## config.mk

```make
export PLATFORM = sky130hd
export DESIGN_NAME = i2coa_port
export DESIGN_NICKNAME = d
export VERILOG_FILES = /design/src/i2coa_pkg.sv /design/src/i2coa_cmd_seq.sv /design/src/i2coa_port.sv
export SDC_FILE = /design/constraint.sdc
export NUM_CORES = 1
export LEC_CHECK = 0
export BUFFER_PORTS_ARGS = -buffer_cell sky130_fd_sc_hd__buf_2
export CORE_MARGIN = 5
export CORE_UTILIZATION = 43
export DETAILED_ROUTE_END_ITERATION = 12
export PLACE_DENSITY = 0.9
export SETUP_SLACK_MARGIN = 0.3
export SYNTH_ARGS = -nofsm -noshare
export SYNTH_HDL_FRONTEND = slang
export SYNTH_SLANG_ARGS = --single-unit
```

## constraint.sdc

```tcl
create_clock -name clock -period 3.8 [get_ports clock]
set_input_delay 0.38 -clock clock [delete_from_list [all_inputs] [get_ports clock]]
set_output_delay 0.38 -clock clock [all_outputs]
set_load 0.01 [all_outputs]
```

## src/i2coa_pkg.sv

```systemverilog
// constants for the own-address and data/command port block
// Functional notes
// - own address is bits 9:0, upper bits reserved, resets to 0x055.
// - 7-bit addressing compares only own address bits 6:0.
// - own address writes land only while controller enable bit 0 is clear.
// - write width 11 or 9 bits, read width 12 or 8, per option.
// - each port write pushes a transmit entry, each read pops a byte if one is held, else returns zero.
// - acknowledge incoming bytes only while a queued read command is pending; as slave, bytes are always acknowledged.
// - read bit 11 flags the first byte after the address phase.
// - restart bit set with repeated start enabled forces a repeated start.
// - restart bit clear: repeated start only when direction changes.
// - repeated start disabled: stop then start replaces any repeated start.
// - restart bit is self-clearing per command, resets to zero.
// - bit 8 selects master read or write, ignored as slave.
// - bit 9 issues stop after byte; else empty fifo holds clock low.
// - bits 7:0 carry transmit byte on writes, received byte on reads.
`default_nettype none
package i2coa_pkg;
  localparam logic [7:0] OFS_OWN_ADDR = 8'h08;
  localparam logic [7:0] OFS_DATA_CMD = 8'h10;
  localparam int OWN_ADDR_W = 10;
  localparam logic [9:0] OWN_ADDR_RESET = 10'h055;
  localparam int SEVEN_BIT_W = 7;
  localparam int BIT_FIRST = 11;
  localparam int BIT_RESTART = 10;
  localparam int BIT_STOP = 9;
  localparam int BIT_CMD = 8;
  localparam int CMD_W = 11;
  localparam int PEND_W = 6;
  localparam logic [5:0] PEND_MAX = 6'h3f;
  localparam logic [10:0] CMD_MASK_HOLD = 11'h7ff;
  localparam logic [10:0] CMD_MASK_PLAIN = 11'h1ff;
  typedef enum logic [1:0] {
    I2COA_IDLE = 2'b00,
    I2COA_BUSY = 2'b01,
    I2COA_HOLD = 2'b10
  } i2coa_seq_t;
endpackage
`default_nettype wire

```

## src/i2coa_cmd_seq.sv

```systemverilog
// command sequencer: start/restart/stop decisions per queued command
`default_nettype none
module i2coa_cmd_seq
  import i2coa_pkg::*;
(
  input wire logic clock,
  input wire logic reset,
  input wire logic master_mode,
  input wire logic repeated_start_enable,
  input wire logic cmd_valid,
  input wire logic [CMD_W-1:0] cmd_data,
  input wire logic engine_ready,
  input wire logic engine_done,
  output logic cmd_take,
  output logic issue_restart,
  output logic issue_stop_start,
  output logic dir_read,
  output logic stop_after,
  output logic [7:0] tx_byte,
  output logic hold_scl_low
);
  typedef struct packed {
    i2coa_seq_t state;
    logic prev_dir;
    logic restart;
    logic stop_start;
    logic dir;
    logic stop;
    logic [7:0] data;
  } i2coa_sq_t;
  i2coa_sq_t s_q, s_d;
  logic new_dir;
  logic need_rs;

  assign cmd_take = cmd_valid && engine_ready;

  always_comb
  begin
    s_d = s_q;
    s_d.restart = 1'b0;
    s_d.stop_start = 1'b0;
    new_dir = master_mode ? cmd_data[BIT_CMD] : 1'b0;
    // restart bit is consumed with its command, never stored
    need_rs = (s_q.state != I2COA_IDLE) && (cmd_data[BIT_RESTART] || new_dir != s_q.prev_dir);
    unique case (s_q.state)
      I2COA_IDLE, I2COA_HOLD:
      begin
        if (cmd_take)
        begin
          s_d.restart = need_rs && repeated_start_enable;
          s_d.stop_start = need_rs && !repeated_start_enable;
          s_d.dir = new_dir;
          s_d.prev_dir = new_dir;
          s_d.stop = cmd_data[BIT_STOP];
          s_d.data = cmd_data[7:0];
          s_d.state = I2COA_BUSY;
        end
      end
      I2COA_BUSY:
      begin
        if (engine_done)
        begin
          // no stop and nothing queued: stall the bus, not release it
          s_d.state = s_q.stop ? I2COA_IDLE : I2COA_HOLD;
        end
      end
      default: s_d.state = I2COA_IDLE;
    endcase
  end

  always_ff @(posedge clock)
  begin
    if (reset)
      s_q <= '0;
    else
      s_q <= s_d;
  end

  assign issue_restart = s_q.restart;
  assign issue_stop_start = s_q.stop_start;
  assign dir_read = s_q.dir;
  assign stop_after = s_q.stop;
  assign tx_byte = s_q.data;
  assign hold_scl_low = (s_q.state == I2COA_HOLD) && !cmd_valid;

  ////////////////////////////////////////////////////////////////////////////
  property p_rs_disabled;
    @(posedge clock) disable iff (reset) !repeated_start_enable |=> !issue_restart;
  endproperty
  a_rs_disabled: assert property (p_rs_disabled) else $error("restart issued while disabled");
  property p_forced_rs;
    @(posedge clock) disable iff (reset)
      cmd_take && s_q.state == I2COA_HOLD && cmd_data[BIT_RESTART] |=> issue_restart || issue_stop_start;
  endproperty
  a_forced_rs: assert property (p_forced_rs) else $error("forced restart not issued");
  property p_same_dir;
    @(posedge clock) disable iff (reset)
      cmd_take && !cmd_data[BIT_RESTART] && (master_mode ? cmd_data[BIT_CMD] : 1'b0) == s_q.prev_dir
      |=> !issue_restart && !issue_stop_start;
  endproperty
  a_same_dir: assert property (p_same_dir) else $error("needless restart");
  property p_hold;
    @(posedge clock) disable iff (reset)
      s_q.state == I2COA_BUSY && engine_done && !stop_after ##1 !cmd_valid |-> hold_scl_low;
  endproperty
  a_hold: assert property (p_hold) else $error("clock not held on empty fifo");
endmodule
`default_nettype wire

```

## src/i2coa_port.sv

```systemverilog
// own slave address register and data/command port behind the apb slave
`default_nettype none
module i2coa_port
  import i2coa_pkg::*;
#(
  parameter bit EMPTY_FIFO_HOLD_OPTION = 1'b1,
  parameter bit FIRST_BYTE_STATUS_OPTION = 1'b1
)
(
  input wire logic clock,
  input wire logic reset,
  input wire logic psel,
  input wire logic penable,
  input wire logic pwrite,
  input wire logic [7:0] paddr,
  input wire logic [31:0] pwdata,
  output logic [31:0] prdata,
  output logic pready,
  output logic pslverr,
  input wire logic controller_enable,
  input wire logic ten_bit_slave,
  input wire logic master_mode,
  input wire logic repeated_start_enable,
  output logic tx_push_valid,
  output logic [CMD_W-1:0] tx_push_data,
  input wire logic tx_push_ready,
  input wire logic tx_valid,
  input wire logic [CMD_W-1:0] tx_data,
  output logic tx_pop,
  input wire logic engine_ready,
  input wire logic engine_done,
  output logic issue_restart,
  output logic issue_stop_start,
  output logic dir_read,
  output logic stop_after,
  output logic [7:0] tx_byte,
  output logic hold_scl_low,
  input wire logic rx_valid,
  input wire logic [7:0] rx_data,
  input wire logic rx_first,
  output logic rx_pop,
  input wire logic rx_byte_done,
  output logic rx_ack_enable,
  input wire logic [OWN_ADDR_W-1:0] seen_address,
  output logic address_match
);
  typedef struct packed {
    logic [OWN_ADDR_W-1:0] own_addr;
    logic [31:0] rdata;
    logic [PEND_W-1:0] pending;
    logic match;
  } i2coa_st_t;
  i2coa_st_t s_q, s_d;
  logic setup;
  logic access;
  logic hit_addr;
  logic hit_data;
  logic push_read;

  function automatic logic [CMD_W-1:0] cmd_mask(input logic hold_opt);
    cmd_mask = hold_opt ? CMD_MASK_HOLD : CMD_MASK_PLAIN;
  endfunction

  assign setup = psel && !penable;
  assign access = psel && penable;
  assign hit_addr = paddr == OFS_OWN_ADDR;
  assign hit_data = paddr == OFS_DATA_CMD;
  // a write into a full fifo stalls the bus rather than losing the entry
  assign pready = !(hit_data && pwrite && !tx_push_ready);
  assign pslverr = 1'b0;
  assign tx_push_valid = access && pwrite && hit_data;
  assign tx_push_data = pwdata[CMD_W-1:0] & cmd_mask(EMPTY_FIFO_HOLD_OPTION);
  assign push_read = tx_push_valid && tx_push_ready && master_mode && tx_push_data[BIT_CMD];
  // pop at setup so read data is in a flop by the access phase
  assign rx_pop = setup && !pwrite && hit_data && rx_valid;

  always_comb
  begin
    s_d = s_q;
    if (access && pwrite && hit_addr && !controller_enable)
      s_d.own_addr = pwdata[OWN_ADDR_W-1:0];
    if (setup && !pwrite)
    begin
      s_d.rdata = '0;
      if (hit_addr)
        s_d.rdata[OWN_ADDR_W-1:0] = s_q.own_addr;
      else if (hit_data && rx_valid)
      begin
        s_d.rdata[7:0] = rx_data;
        s_d.rdata[BIT_FIRST] = FIRST_BYTE_STATUS_OPTION && rx_first;
      end
    end
    // count queued read commands against bytes actually received
    if (push_read && !rx_byte_done && s_q.pending != PEND_MAX)
      s_d.pending = s_q.pending + 1'b1;
    else if (rx_byte_done && !push_read && s_q.pending != '0)
      s_d.pending = s_q.pending - 1'b1;
    if (ten_bit_slave)
      s_d.match = seen_address == s_q.own_addr;
    else
      s_d.match = seen_address[SEVEN_BIT_W-1:0] == s_q.own_addr[SEVEN_BIT_W-1:0];
  end

  always_ff @(posedge clock)
  begin
    if (reset)
    begin
      s_q <= '0;
      s_q.own_addr <= OWN_ADDR_RESET;
    end
    else
      s_q <= s_d;
  end

  assign prdata = s_q.rdata;
  assign address_match = s_q.match;
  // master reads stop being acked once no read command remains
  assign rx_ack_enable = !master_mode || s_q.pending != '0;

  i2coa_cmd_seq i2coa_cmd_seq_i (
    .clock(clock),
    .reset(reset),
    .master_mode(master_mode),
    .repeated_start_enable(repeated_start_enable),
    .cmd_valid(tx_valid),
    .cmd_data(tx_data),
    .engine_ready(engine_ready),
    .engine_done(engine_done),
    .cmd_take(tx_pop),
    .issue_restart(issue_restart),
    .issue_stop_start(issue_stop_start),
    .dir_read(dir_read),
    .stop_after(stop_after),
    .tx_byte(tx_byte),
    .hold_scl_low(hold_scl_low)
  );

  ////////////////////////////////////////////////////////////////////////////
  property p_no_write_enabled;
    @(posedge clock) disable iff (reset) controller_enable |=> $stable(s_q.own_addr);
  endproperty
  a_no_write_enabled: assert property (p_no_write_enabled) else $error("own address changed while enabled");
  property p_write_disabled;
    @(posedge clock) disable iff (reset)
      access && pwrite && hit_addr && !controller_enable |=> s_q.own_addr == $past(pwdata[OWN_ADDR_W-1:0]);
  endproperty
  a_write_disabled: assert property (p_write_disabled) else $error("own address write lost");
  property p_reserved_zero;
    @(posedge clock) disable iff (reset) s_q.rdata[31:BIT_FIRST+1] == '0;
  endproperty
  a_reserved_zero: assert property (p_reserved_zero) else $error("reserved read bits set");
  property p_read_byte;
    @(posedge clock) disable iff (reset) rx_pop |=> prdata[7:0] == $past(rx_data);
  endproperty
  a_read_byte: assert property (p_read_byte) else $error("popped byte not returned");
  property p_first_flag;
    @(posedge clock) disable iff (reset) rx_pop |=> prdata[BIT_FIRST] == (FIRST_BYTE_STATUS_OPTION && $past(rx_first));
  endproperty
  a_first_flag: assert property (p_first_flag) else $error("first byte flag wrong");
  property p_seven_bit;
    @(posedge clock) disable iff (reset)
      !ten_bit_slave && seen_address[SEVEN_BIT_W-1:0] == s_q.own_addr[SEVEN_BIT_W-1:0] ##1 !ten_bit_slave
      |-> address_match;
  endproperty
  a_seven_bit: assert property (p_seven_bit) else $error("7-bit address miss");
  property p_ack_stop;
    @(posedge clock) disable iff (reset) master_mode && s_q.pending == '0 |-> !rx_ack_enable;
  endproperty
  a_ack_stop: assert property (p_ack_stop) else $error("ack without pending read");
  property p_push_mask;
    @(posedge clock) disable iff (reset) tx_push_valid && !EMPTY_FIFO_HOLD_OPTION |-> tx_push_data[10:9] == 2'b00;
  endproperty
  a_push_mask: assert property (p_push_mask) else $error("hold bits pushed without option");
  property p_pop_single;
    @(posedge clock) disable iff (reset) rx_pop |=> !rx_pop;
  endproperty
  a_pop_single: assert property (p_pop_single) else $error("receive fifo popped twice");
  property p_empty_read;
    @(posedge clock) disable iff (reset) setup && !pwrite && hit_data && !rx_valid |=> prdata == '0;
  endproperty
  a_empty_read: assert property (p_empty_read) else $error("empty port read not zero");
  property p_addr_read;
    @(posedge clock) disable iff (reset) setup && !pwrite && hit_addr |=> prdata == {22'h0, $past(s_q.own_addr)};
  endproperty
  a_addr_read: assert property (p_addr_read) else $error("own address read wrong");
  property p_rdata_stands;
    @(posedge clock) disable iff (reset) !(setup && !pwrite) |=> $stable(prdata);
  endproperty
  a_rdata_stands: assert property (p_rdata_stands) else $error("read data moved outside a read");
  property p_pending_up;
    @(posedge clock) disable iff (reset)
      push_read && !rx_byte_done && s_q.pending != PEND_MAX |=> s_q.pending == $past(s_q.pending) + 6'h01;
  endproperty
  a_pending_up: assert property (p_pending_up) else $error("read command not counted");
  property p_pending_down;
    @(posedge clock) disable iff (reset)
      rx_byte_done && !push_read && s_q.pending != '0 |=> s_q.pending == $past(s_q.pending) - 6'h01;
  endproperty
  a_pending_down: assert property (p_pending_down) else $error("received byte not retired");
  property p_ready_read;
    @(posedge clock) disable iff (reset) access && !pwrite |-> pready;
  endproperty
  a_ready_read: assert property (p_ready_read) else $error("read stalled");
  property p_ten_bit;
    @(posedge clock) disable iff (reset) ten_bit_slave && seen_address == s_q.own_addr ##1 ten_bit_slave |-> address_match;
  endproperty
  a_ten_bit: assert property (p_ten_bit) else $error("10-bit address miss");
  property p_ten_miss;
    @(posedge clock) disable iff (reset) ten_bit_slave && seen_address != s_q.own_addr ##1 ten_bit_slave |-> !address_match;
  endproperty
  a_ten_miss: assert property (p_ten_miss) else $error("10-bit false match");
  property p_seven_miss;
    @(posedge clock) disable iff (reset)
      !ten_bit_slave && seen_address[SEVEN_BIT_W-1:0] != s_q.own_addr[SEVEN_BIT_W-1:0] ##1 !ten_bit_slave |-> !address_match;
  endproperty
  a_seven_miss: assert property (p_seven_miss) else $error("7-bit false match");
  property p_own_stable;
    @(posedge clock) disable iff (reset) !(access && pwrite && hit_addr) |=> $stable(s_q.own_addr);
  endproperty
  a_own_stable: assert property (p_own_stable) else $error("own address moved without a write");
  property p_write_data;
    @(posedge clock) disable iff (reset) tx_push_valid |-> tx_push_data[8:0] == pwdata[8:0];
  endproperty
  a_write_data: assert property (p_write_data) else $error("pushed command differs from write");
endmodule
`default_nettype wire

```

After elaboration in Yosys (flattened, before gate mapping):

Index checks and enable logic that the tools add are counted.

* memory bits (read-only): 0
* flip-flop bits (word level): 42
* memories: 0
* bits in latches: 0
* bits in writable memories: 0

* magnitude comparators: 0
* eq/ne operators: 10
* shifts and indexed selects: 0
* div/mod/pow operators: 0
* reductions and logical operators: 44
* $add $sub $neg: 2
* bitwise operators: 2
* mux-type cells: 13
* $mul: 0

Operators by type and width (number)
* logical AND 1 bit: 24
* 2-to-1 mux 8 bit: 2
* 2-to-1 mux 15 bit: 1
* 2-to-1 mux 6 bit: 2
* equality test 10 bit: 1
* zero test 1 bit: 10
* equality test 8 x 4 -> 1 bit (second input constant): 1
* equality test 8 x 5 -> 1 bit (second input constant): 1
* equality test 7 bit: 1
* adder 6 x 1 -> 6 bit (second input constant): 1
* 2-to-1 mux 2 bit: 3
* inequality test 6 bit (second input constant): 1
* nonzero test 6 bit: 1
* subtractor 6 x 1 -> 6 bit (second input constant): 1
* 2-to-1 mux 1 bit: 4
* inequality test 2 bit (second input constant): 2
* one-hot mux 2 bit (2 select lines): 1
* AND reduction 2 bit: 2
* nonzero test 2 bit: 2
* OR reduction 3 bit: 1
* equality test 2 x 1 -> 1 bit (second input constant): 1
* equality test 2 bit (second input constant): 1
* zero test 2 bit: 1
* logical OR 1 bit: 2
* other kinds (3): 4

Longest topological paths before layout:

Gate-level depths: netlist of run 1.

* depth in word-level cells: 11
* gate-level depth with buffers: 9
* mapped depth without buffers: 9

By module:

Synthesis of run 1 repeated with hierarchy kept, for this count alone.

* cell total of the unflattened synthesis: 280
* area total of the unflattened synthesis: 2403.6 um2

Modules (own cells, without submodules)
* i2coa_port: cells each 209, times used 1, area an instance 1800.5 um2
* i2coa_cmd_seq: cells each 71, times used 1, area an instance 603.1 um2

Least setup slack after synthesis of run 1:

Ideal clock, no wire load.

* path kind: in2reg
* start: in paddr[1]
* end: reg s_q[6] (netlist bit)
* library setup time: 123 ps
* data arrival time: 2746 ps
* setup slack: 931 ps
* stages on the path: 9
* cell sequence: nor4_4 nand4b_2 or4_4 ha_1 a211oi_1 o21bai_1 a21oi_1 mux2i_1 mux2_1

* word-level cells in the longest chain between the ends: 9
* elaborated cells between the ends (all ways): 12

RTL lines
* start: declaration: RTL line i2coa_port.sv:15 `input wire logic [7:0] paddr,`
* equality test 8 x 5 -> 1 bit (*): RTL line i2coa_port.sv:67 `assign hit_data = paddr == OFS_DATA_CMD;`
* logical AND 1 bit (*): RTL line i2coa_port.sv:71 `assign tx_push_valid = access && pwrite && hit_data;`
* logical AND 1 bit (*) (3 in a row): RTL line i2coa_port.sv:73 `assign push_read = tx_push_valid && tx_push_ready && master_mode && tx_push_data[BIT_CMD];`
* zero test 1 bit: RTL line i2coa_port.sv:96 `else if (rx_byte_done && !push_read && s_q.pending != '0)`
* logical AND 1 bit (2 in a row): RTL line i2coa_port.sv:96
* nonzero test 2 bit (no source line)
* end: declaration: RTL line i2coa_port.sv:53 `i2coa_st_t s_q, s_d;`

Mark *: on every way between the ends. The rest lies on a longest branch, timed or not.
A chain may end at the register's enable or synchronous reset.

Worst setup path after layout of run 1:

Ends and elaborated chain as after synthesis.

==> flow_summary.ini, run 1 <==
[sta]
rsz0062_at_grt = no
max_clock_freq_mhz = 347
drv_slew = 0
finalSetupViolations = 0
min_period_over_period = 0.759
worst_slack_ns = 0.917
slew_headroom = 0.497
period_needed_ns = 2.88
skew_ns = 0.00652
worst_pin_slew_ns = 0.733
setup_tns_ns = 0
finalHoldViolations = 0

[clock_tree]
cts_sinks = 42
cts_resized = 0
cts_root_buf = clkbuf_8
cts_tree = built
cts_buffer_depth = 2
cts_made_buffers = 5
htreeDepth = 2
ctsHoldBuffers = 0
post_cts_buffers = 0
clk_latency_ns = 0.29
clk_pin_slew_worst_paths_ns = 0.08

[global_routing]
grt_pass1_vias = 1990
grt_pass1_wl_mm = 9.00
grt_overflow = 0
grt_max_degree = 43
grt_use_total = 0.152
antenna_found_initial = 0

[route]
detail-route-antenna-nets = 0
wl_per_cell_microns = 13.4
via_count = 2085
drc = 0
via_per_inst = 4.89
routed_wl_mm = 5.71
drt_iter0_drc = 61
drt-pass1-iter-count = 4

[floorplan]
die_x_microns = 84.4
rows = 27
coreArea_sq_um = 5440
initial_core_util = 0.438
dieHeight_microns = 84.4
die_area_sq_um = 7130
ios = 148

[power_and_ir_drop]
power.density_nw_per_um2 = 451
power.share.clock = 0.279
switchingPower_w = 0.000386
p_leak_nw = 1.36
combPwrFrac = 0.308
vdd.ir_drop.worst_mv = 0.227
internal-power_w = 0.000857
switching_share = 0.311
sequentialPowerShare = 0.413

[cells_and_area]
final_util = 0.506
final_layout_size_suffix_gt1_frac = 0.331
regArea_sq_um = 841
diodes = 0
fillers = 523
areaGrowthSynthToFinish_pct = 15.6
multi_input_area_sq_um = 1170
layout_commonest_cell = buf_2
num-nets-final = 443
most-common-layout-cells = 102 x buf_2, 42 x dfxtp_1, 35 x nor2_1, 30 x nand2_1, 22 x conb_1

[logic_synthesis]
syn_area_sq_um = 2380
synth.distinct_cells = 40
synth_seq_cells = 42
syn_avg_cell_area_sq_um = 8.45
ys_seq_area_frac = 0.353
yosys_warnings = 0
syn-instance-count = 282

[worst_setup_path]
r2r_start = s_q[1]
worst-endpoint-required_ns = 3.98
rr_worst_depth = 9
critPathMaxFanout = 6
endpoint_kind = flip-flop
ff2ff_setup_slack_ns = 1.20
r2r-end = s_q[6]
start_kind = primary input
crit_type = in2reg
crit_arrival_ns = 3.07

[worst_hold_path]
min_to = i2coa_cmd_seq_i.issue_stop_start
min-delay-path-class = in2reg
worstHoldStart = repeated_start_enable
timing.hold.worst_path_depth = 2

[outcome]
status = complete, no violations

[placed_design]
place_congestion = 0.782
dp_hpwl_mm = 4.54
dp_slack_ns = 0.625
numPortBuffers = 102

[job]
cap_violations = 0
## per-stage QoR
stage               std cells  cell area [sq um]  total power, W  hold WS [ns]
CTS                       426               2750         0.00125         0.251
detailed placement        418               2650        0.000903         0.447
finish                    426               2750         0.00124         0.262
global route              426               2750         0.00132         0.251
global placement          418               2650        0.000881         0.439
floorplan                 303               2460        0.000826         0.432
## worst max-delay path, cell delays in order
cell and delay [ns]:
buf_2 0.11, nor4_4 0.36, nand4b_2 0.19, or4_4 0.60
ha_1 0.32, a211oi_1 0.25, o21bai_1 0.11, a21oi_1 0.20
mux2i_1 0.23, mux2_1 0.33
## cells in the mapped netlist
cell | number | area share
a2bb2oi_1 | 1 | 0.0037
nand2_1 | 30 | 0.047
nand4b_2 | 1 | 0.0063
nor4_1 | 3 | 0.0079
xor2_1 | 7 | 0.026
or2b_1 | 1 | 0.0032
clkbuf_1 | 7 | 0.011
nor3_1 | 2 | 0.0042
a211oi_1 | 2 | 0.0063
nor2b_1 | 2 | 0.0053
or4_4 | 1 | 0.0047
o21ai_0 | 2 | 0.0042
a21o_1 | 2 | 0.0063
ha_1 | 4 | 0.021
conb_1 | 1 | 0.0016
dfxtp_1 | 42 | 0.35
a22oi_1 | 11 | 0.035
mux2_1 | 1 | 0.0047
buf_4 | 53 | 0.17
mux2i_1 | 11 | 0.046
a211o_1 | 4 | 0.015
a21bo_2 | 1 | 0.0042
nor3b_1 | 2 | 0.0063
inv_1 | 7 | 0.011
xnor2_1 | 8 | 0.029
nand2b_1 | 1 | 0.0026
fa_1 | 1 | 0.0084
nand3_1 | 6 | 0.013
a21oi_1 | 19 | 0.040
a22o_1 | 4 | 0.015
nor2_1 | 35 | 0.055
o21bai_1 | 2 | 0.0063
and3_1 | 1 | 0.0026
nor4b_1 | 1 | 0.0037
or3_1 | 1 | 0.0026
nand4_1 | 1 | 0.0026
or2_2 | 1 | 0.0026
or3b_2 | 1 | 0.0037
nand4b_1 | 1 | 0.0037
nor4_4 | 1 | 0.0089
## per-layer routing
metal,global-route usage,up-vias,part of all wire
met5,0,-,0
met2,0.273,86,0.51
met1,0.176,965,0.40
met3,0.0422,8,0.086
li1,-,1026,-
met4,0.0446,0,0.011
## kinds of logic (layout without fill, tap and decap cells)
logic type | Yosys count | after routing | share of synthesized area
other cells | 1 | 22 | 0.00157
mux | 12 | 12 | 0.0509
xor+xnor | 15 | 15 | 0.0551
compound gates | 48 | 48 | 0.135
fa+ha+maj | 5 | 5 | 0.0294
simple gates | 92 | 92 | 0.186
buf+inv | 67 | 118 | 0.189
flops | 42 | 42 | 0.353
## worst max path at each step
stage | start | to | slack (ns)
after floorplan | paddr[1] | s_q[6] | 0.93
after global placement | paddr[1] | s_q[6] | 0.68
after detailed placement | paddr[1] | s_q[6] | 0.63
after CTS | paddr[1] | s_q[6] | 0.93
after global routing | paddr[1] | s_q[6] | 0.81
final | paddr[1] | s_q[6] | 0.92
## layout make-up
| class | count | share of cell area |
|---|---|---|
| clock buffers | 5 | 0.0250 |
| clock inverters | 3 | 0.0145 |
| inverters | 7 | 0.00954 |
| multi-input cells | 194 | 0.425 |
| flip-flops and latches | 42 | 0.305 |
| well taps | 72 | 0.0327 |
| repair buffers | 103 | 0.188 |
## sequential cells by signal, indices dropped and copies added, names as in the netlist
| register | flops |
|---|---|
| i2coa_cmd_seq_i.issue_restart | 1 |
| i2coa_cmd_seq_i.issue_stop_start | 1 |
| i2coa_cmd_seq_i.tx_byte | 8 |
| i2coa_cmd_seq_i.stop_after | 1 |
| prdata | 11 |
| address_match | 1 |
| s_q | 16 |
| i2coa_cmd_seq_i.s_q | 2 |
| i2coa_cmd_seq_i.dir_read | 1 |
## power groups by stage
| stage | Clock [W] | Combinational [W] | Sequential (W) |
|---|---|---|---|
| 3_3_place_gp | 0 | 0.000360 | 0.000521 |
| 2_1_floorplan | 0 | 0.000311 | 0.000514 |
| 4_1_cts | 0.000356 | 0.000382 | 0.000513 |
| 5_1_grt | 0.000371 | 0.000428 | 0.000520 |
| 3_5_place_dp | 0 | 0.000380 | 0.000523 |
| 6_report | 0.000347 | 0.000382 | 0.000514 |
No activity file was read; power rests on OpenSTA's default activity.
==> inputs of run 2 (changes only) <==
==> constraint.sdc (replaced) <==
create_clock -name clock -period 2.9 [get_ports clock]
set_input_delay 0.29 -clock clock [delete_from_list [all_inputs] [get_ports clock]]
set_output_delay 0.29 -clock clock [all_outputs]
set_load 0.01 [all_outputs]
==> flow_summary.ini, run 2 (same netlist as run 1, synthesis figures left out) <==
[floorplan]
die_x_microns = 84.4
rows = 27
ios = 148
die_area_sq_um = 7130
initial_core_util = 0.438
coreArea_sq_um = 5440
dieHeight_microns = 84.4

[worst_setup_path]
endpoint_kind = flip-flop
critPathMaxFanout = 5
ff2ff_setup_slack_ns = 0.49
crit_type = in2reg
crit_arrival_ns = 2.70
start_kind = primary input
worst-endpoint-required_ns = 3.08

[sta]
slew_headroom = 0.482
setup_tns_ns = 0
skew_ns = 0.00544
drv_slew = 0
finalSetupViolations = 0
worst_pin_slew_ns = 0.756
max_clock_freq_mhz = 396
min_period_over_period = 0.870
period_needed_ns = 2.52
rsz0062_at_grt = yes
finalHoldViolations = 0

[power_and_ir_drop]
p_leak_nw = 1.37
switchingPower_w = 0.000508
power.share.clock = 0.233
power.density_nw_per_um2 = 571
vdd.ir_drop.worst_mv = 0.314
power_w = 0.00161
combPwrFrac = 0.343
sequentialPowerShare = 0.423
switching_share = 0.315
internal-power_w = 0.00110

[clock_tree]
cts_buffer_depth = 2
htreeDepth = 2
cts_sinks = 42
cts_root_buf = clkbuf_8
clk_pin_slew_worst_paths_ns = 0.08
ctsHoldBuffers = 0
cts_made_buffers = 5
cts_tree = built
clk_latency_ns = 0.28

[worst_hold_path]
min-delay-path-class = in2reg

[cells_and_area]
diodes = 0
areaGrowthSynthToFinish_pct = 18.5
layout_commonest_cell = buf_2
largest_register_ffs = 16
top_register = s_q
final_util = 0.519
final_cell_area_sq_um = 2820
most-common-layout-cells = 102 x buf_2, 42 x dfxtp_1, 35 x nor2_1, 30 x nand2_1, 22 x conb_1
num-nets-final = 448
final_layout_size_suffix_gt1_frac = 0.354

[placed_design]
numPortBuffers = 102
dp_hpwl_mm = 4.51
placed_area_sq_um = 2700
place_congestion = 0.824

[route]
drc = 0
routed_wl_mm = 5.65
drt_iter0_drc = 53
via_count = 2076
detail-route-antenna-nets = 0
wl_per_cell_microns = 13.1
via_per_inst = 4.82
drt-pass1-iter-count = 4

[global_routing]
grt_overflow = 0
grt_max_degree = 36
antenna_found_initial = 0
grt_pass1_wl_mm = 9.23
grt_use_total = 0.154
grt_pass1_vias = 2015

[outcome]
status = complete, no violations

[job]
cap_violations = 0
[run 2: power by group through the flow]
stage / Combinational, W / Sequential [W] / Clock (W)
floorplan: 0.000431 / 0.000681 / 0
global placement: 0.000500 / 0.000689 / 0
detailed placement: 0.000531 / 0.000692 / 0
CTS: 0.000533 / 0.000679 / 0.000397
global route: 0.000611 / 0.000693 / 0.000420
finish: 0.000554 / 0.000683 / 0.000376
[run 2: per-stage QoR]
step / hold WS, ns / instances / setup WS (ns)
2_1_floorplan: 0.362 / 303 / 0.264
3_3_place_gp: 0.438 / 421 / 0.141
3_5_place_dp: 0.444 / 421 / 0.0741
4_1_cts: 0.161 / 429 / 0.371
5_1_grt: 0.156 / 431 / 0.253
6_report: 0.175 / 431 / 0.376
[run 2: path summary, 6_finish.rpt]
check	from	endpoint	cells past startpoint
worst max-delay path	paddr[1]	s_q[6]	10
worst min-delay path	ten_bit_slave	address_match	2
worst max register to register	s_q[2]	s_q[6]	9
worst min register to register	i2coa_cmd_seq_i.tx_byte[4]	i2coa_cmd_seq_i.tx_byte[4]	2
[run 2: final cells by class]
cell class | count | area [sq um]
Inverter | 7 | 26.3
Multi-Input combinational cell | 194 | 1220
Clock buffer | 7 | 86.3
Sequential cell | 42 | 841
Timing Repair Buffer | 108 | 556
Tap cell | 72 | 90.1
Fill cell | 530 | 2620
Clock inverter | 1 | 5.00
[run 2: routing by layer]
layer	wire (microns)	share of wire	GRT usage
met3	460	0.081	0.0481
met5	0	0	0
met1	2420	0.43	0.194
met2	2730	0.48	0.258
met4	41	0.0073	0.0403
[run 2: critical path, stage by stage]
cell and delay [ns]:
buf_2 0.12, nor4_4 0.31, nand4b_2 0.15, or4_4 0.61, ha_4 0.27, a211oi_2 0.17
o21bai_1 0.09, a21oi_2 0.13, mux2i_1 0.22, mux2_1 0.33
[run 2: timing repair]
action / 4_1_cts / 5_1_grt
setup buffers: 0 / 2
gates resized for setup: 0 / 3
setup endpoints to repair: 0 / 1
endpoints found under the hold margin: 0 / 0
==> inputs of run 3 (changes only) <==
--- a/config.mk
+++ b/config.mk
@@ -9,7 +9,7 @@
 export CORE_MARGIN = 5
 export CORE_UTILIZATION = 43
 export DETAILED_ROUTE_END_ITERATION = 12
-export PLACE_DENSITY = 0.9
+export PLACE_DENSITY = 0.8
 export SETUP_SLACK_MARGIN = 0.3
 export SYNTH_ARGS = -nofsm -noshare
 export SYNTH_HDL_FRONTEND = slang
==> flow_summary.ini, run 3 (same netlist as run 1, synthesis figures left out) <==
[cells_and_area]
num-nets-final = 445
final_cell_area_sq_um = 2810
layout_commonest_cell = buf_2
final_layout_size_suffix_gt1_frac = 0.343
stdcell_count = 428
fillers = 532
top_register = s_q
largest_register_ffs = 16
areaGrowthSynthToFinish_pct = 18.1
most-common-layout-cells = 102 x buf_2, 42 x dfxtp_1, 35 x nor2_1, 30 x nand2_1, 22 x conb_1
final_util = 0.517
diodes = 0

[worst_setup_path]
critPathMaxFanout = 6
crit_arrival_ns = 2.72
worst_path_max_delay_cell = or4_4
ff2ff_setup_slack_ns = 0.45
crit_type = in2reg
cp_num_buf_inv = 1
cp.depth = 10
crit_start = paddr[1]
r2r-end = s_q[6]
endpoint = s_q[6]
endpoint_kind = flip-flop
r2r_start = s_q[1]
worst-endpoint-required_ns = 3.08
crit_chain = buf_2 -> nor4_4 -> nand4b_2 -> or4_4 -> ha_4 -> a211oi_2 -> o21bai_1 -> a21oi_2 -> mux2i_1 -> mux2_1
rr_worst_depth = 9
critPathTopFamily = simple AND/OR/NAND/NOR gates
critPathMaxStageDelay_ns = 0.63
start_kind = primary input

[worst_hold_path]
min-delay-path-class = in2reg
worstHoldStart = ten_bit_slave

[clock_tree]
clk_pin_slew_worst_paths_ns = 0.08
cts_resized = 0
ctsHoldBuffers = 0
cts_buffer_depth = 2
cts_tree = built
post_cts_buffers = 0
cts_made_buffers = 5
cts_root_buf = clkbuf_8
htreeDepth = 2
cts_sinks = 42
clk_latency_ns = 0.28

[power_and_ir_drop]
p_leak_nw = 1.37
power.density_nw_per_um2 = 596
power_w = 0.00168
vdd.ir_drop.worst_mv = 0.348

[sta]
skew_ns = 0.00281
setup_tns_ns = 0
finalSetupViolations = 0
slew_headroom = 0.493
rsz0062_at_grt = yes
worst_pin_slew_ns = 0.740
max_clock_freq_mhz = 394
drv_slew = 0
period_needed_ns = 2.54
min_period_over_period = 0.875
finalHoldViolations = 0

[job]
cap_violations = 0

[route]
detail-route-antenna-nets = 0
drc = 0
routed_wl_mm = 5.56
drt_iter0_drc = 42
drt-pass1-iter-count = 4
wl_per_cell_microns = 13.0
via_count = 2016
via_per_inst = 4.71

[floorplan]
die_x_microns = 84.4
initial_core_util = 0.438
ios = 148
dieHeight_microns = 84.4
coreArea_sq_um = 5440
rows = 27
die_area_sq_um = 7130

[global_routing]
antenna_found_initial = 0
grt_max_degree = 43
grt_pass1_wl_mm = 8.76
grt_pass1_vias = 1882
grt_use_total = 0.149
grt_overflow = 0

[placed_design]
placed_area_sq_um = 2690
dp_hpwl_mm = 4.38
place_congestion = 0.788
dp.cells = 420
numPortBuffers = 102

[outcome]
status = complete, no violations
run 3: cell types whose count changed in the layout (fill, tap and decap cells not counted):
cell and change:
clkbuf_1 +1, bufinv_16 +1, clkbuf_8 -1, clkinv_2 -1, buf_4 -3, fa_1 +1, fa_2 -1
run 3: area by class of cell:
| class | instances | area [sq um] | area share |
|---|---|---|---|
| clock buffers | 7 | 76.3 | 0.0271 |
| clock inverters | 1 | 30.0 | 0.0107 |
| multi-input cells | 194 | 1220 | 0.432 |
| repair buffers | 105 | 533 | 0.190 |
| well taps | 72 | 90.1 | 0.0320 |
| flip-flops and latches | 42 | 841 | 0.299 |
| inverters | 7 | 26.3 | 0.00934 |
run 3: layer usage:
metal  track usage  part of all wire
met5             0                 0
met4        0.0475            0.0086
met3        0.0451             0.077
met2         0.260              0.49
met1         0.174              0.42
run 3: worst reg2reg max path, delay by kind of cell, from the launching register on:
family,cells,cell delay [ns]
AOI/OAI and AO/OA,4,0.50
adders and majority gates,1,0.28
DFF,1,0.39
muxes,2,0.54
and+or+nand+nor,2,0.63
run 3: where the power goes:
part	total, W	switching (W)	leakage [nW]	internal [W]
combinational	0.000543	0.000259	0.978	0.000284
sequential	0.000684	0.0000626	0.341	0.000621
clock	0.000450	0.000192	0.0524	0.000258
total	0.00168	0.000513	1.37	0.00116
run 3: worst min path at each step:
stage | end | slack [ns] | cells past startpoint
2_1_floorplan | i2coa_cmd_seq_i.issue_stop_start | 0.36 | 1
5_1_grt | address_match | 0.16 | 2
6_report | address_match | 0.17 | 2
3_3_place_gp | prdata[5] | 0.44 | 2
4_1_cts | address_match | 0.16 | 2
3_5_place_dp | i2coa_cmd_seq_i.tx_byte[1] | 0.44 | 2
run 3: through the flow:
step | hold WS [ns] | worst slack [ns]
floorplan | 0.362 | 0.264
global placement | 0.437 | 0.129
detailed placement | 0.443 | 0.0837
CTS | 0.157 | 0.382
global route | 0.161 | 0.252
finish | 0.165 | 0.361
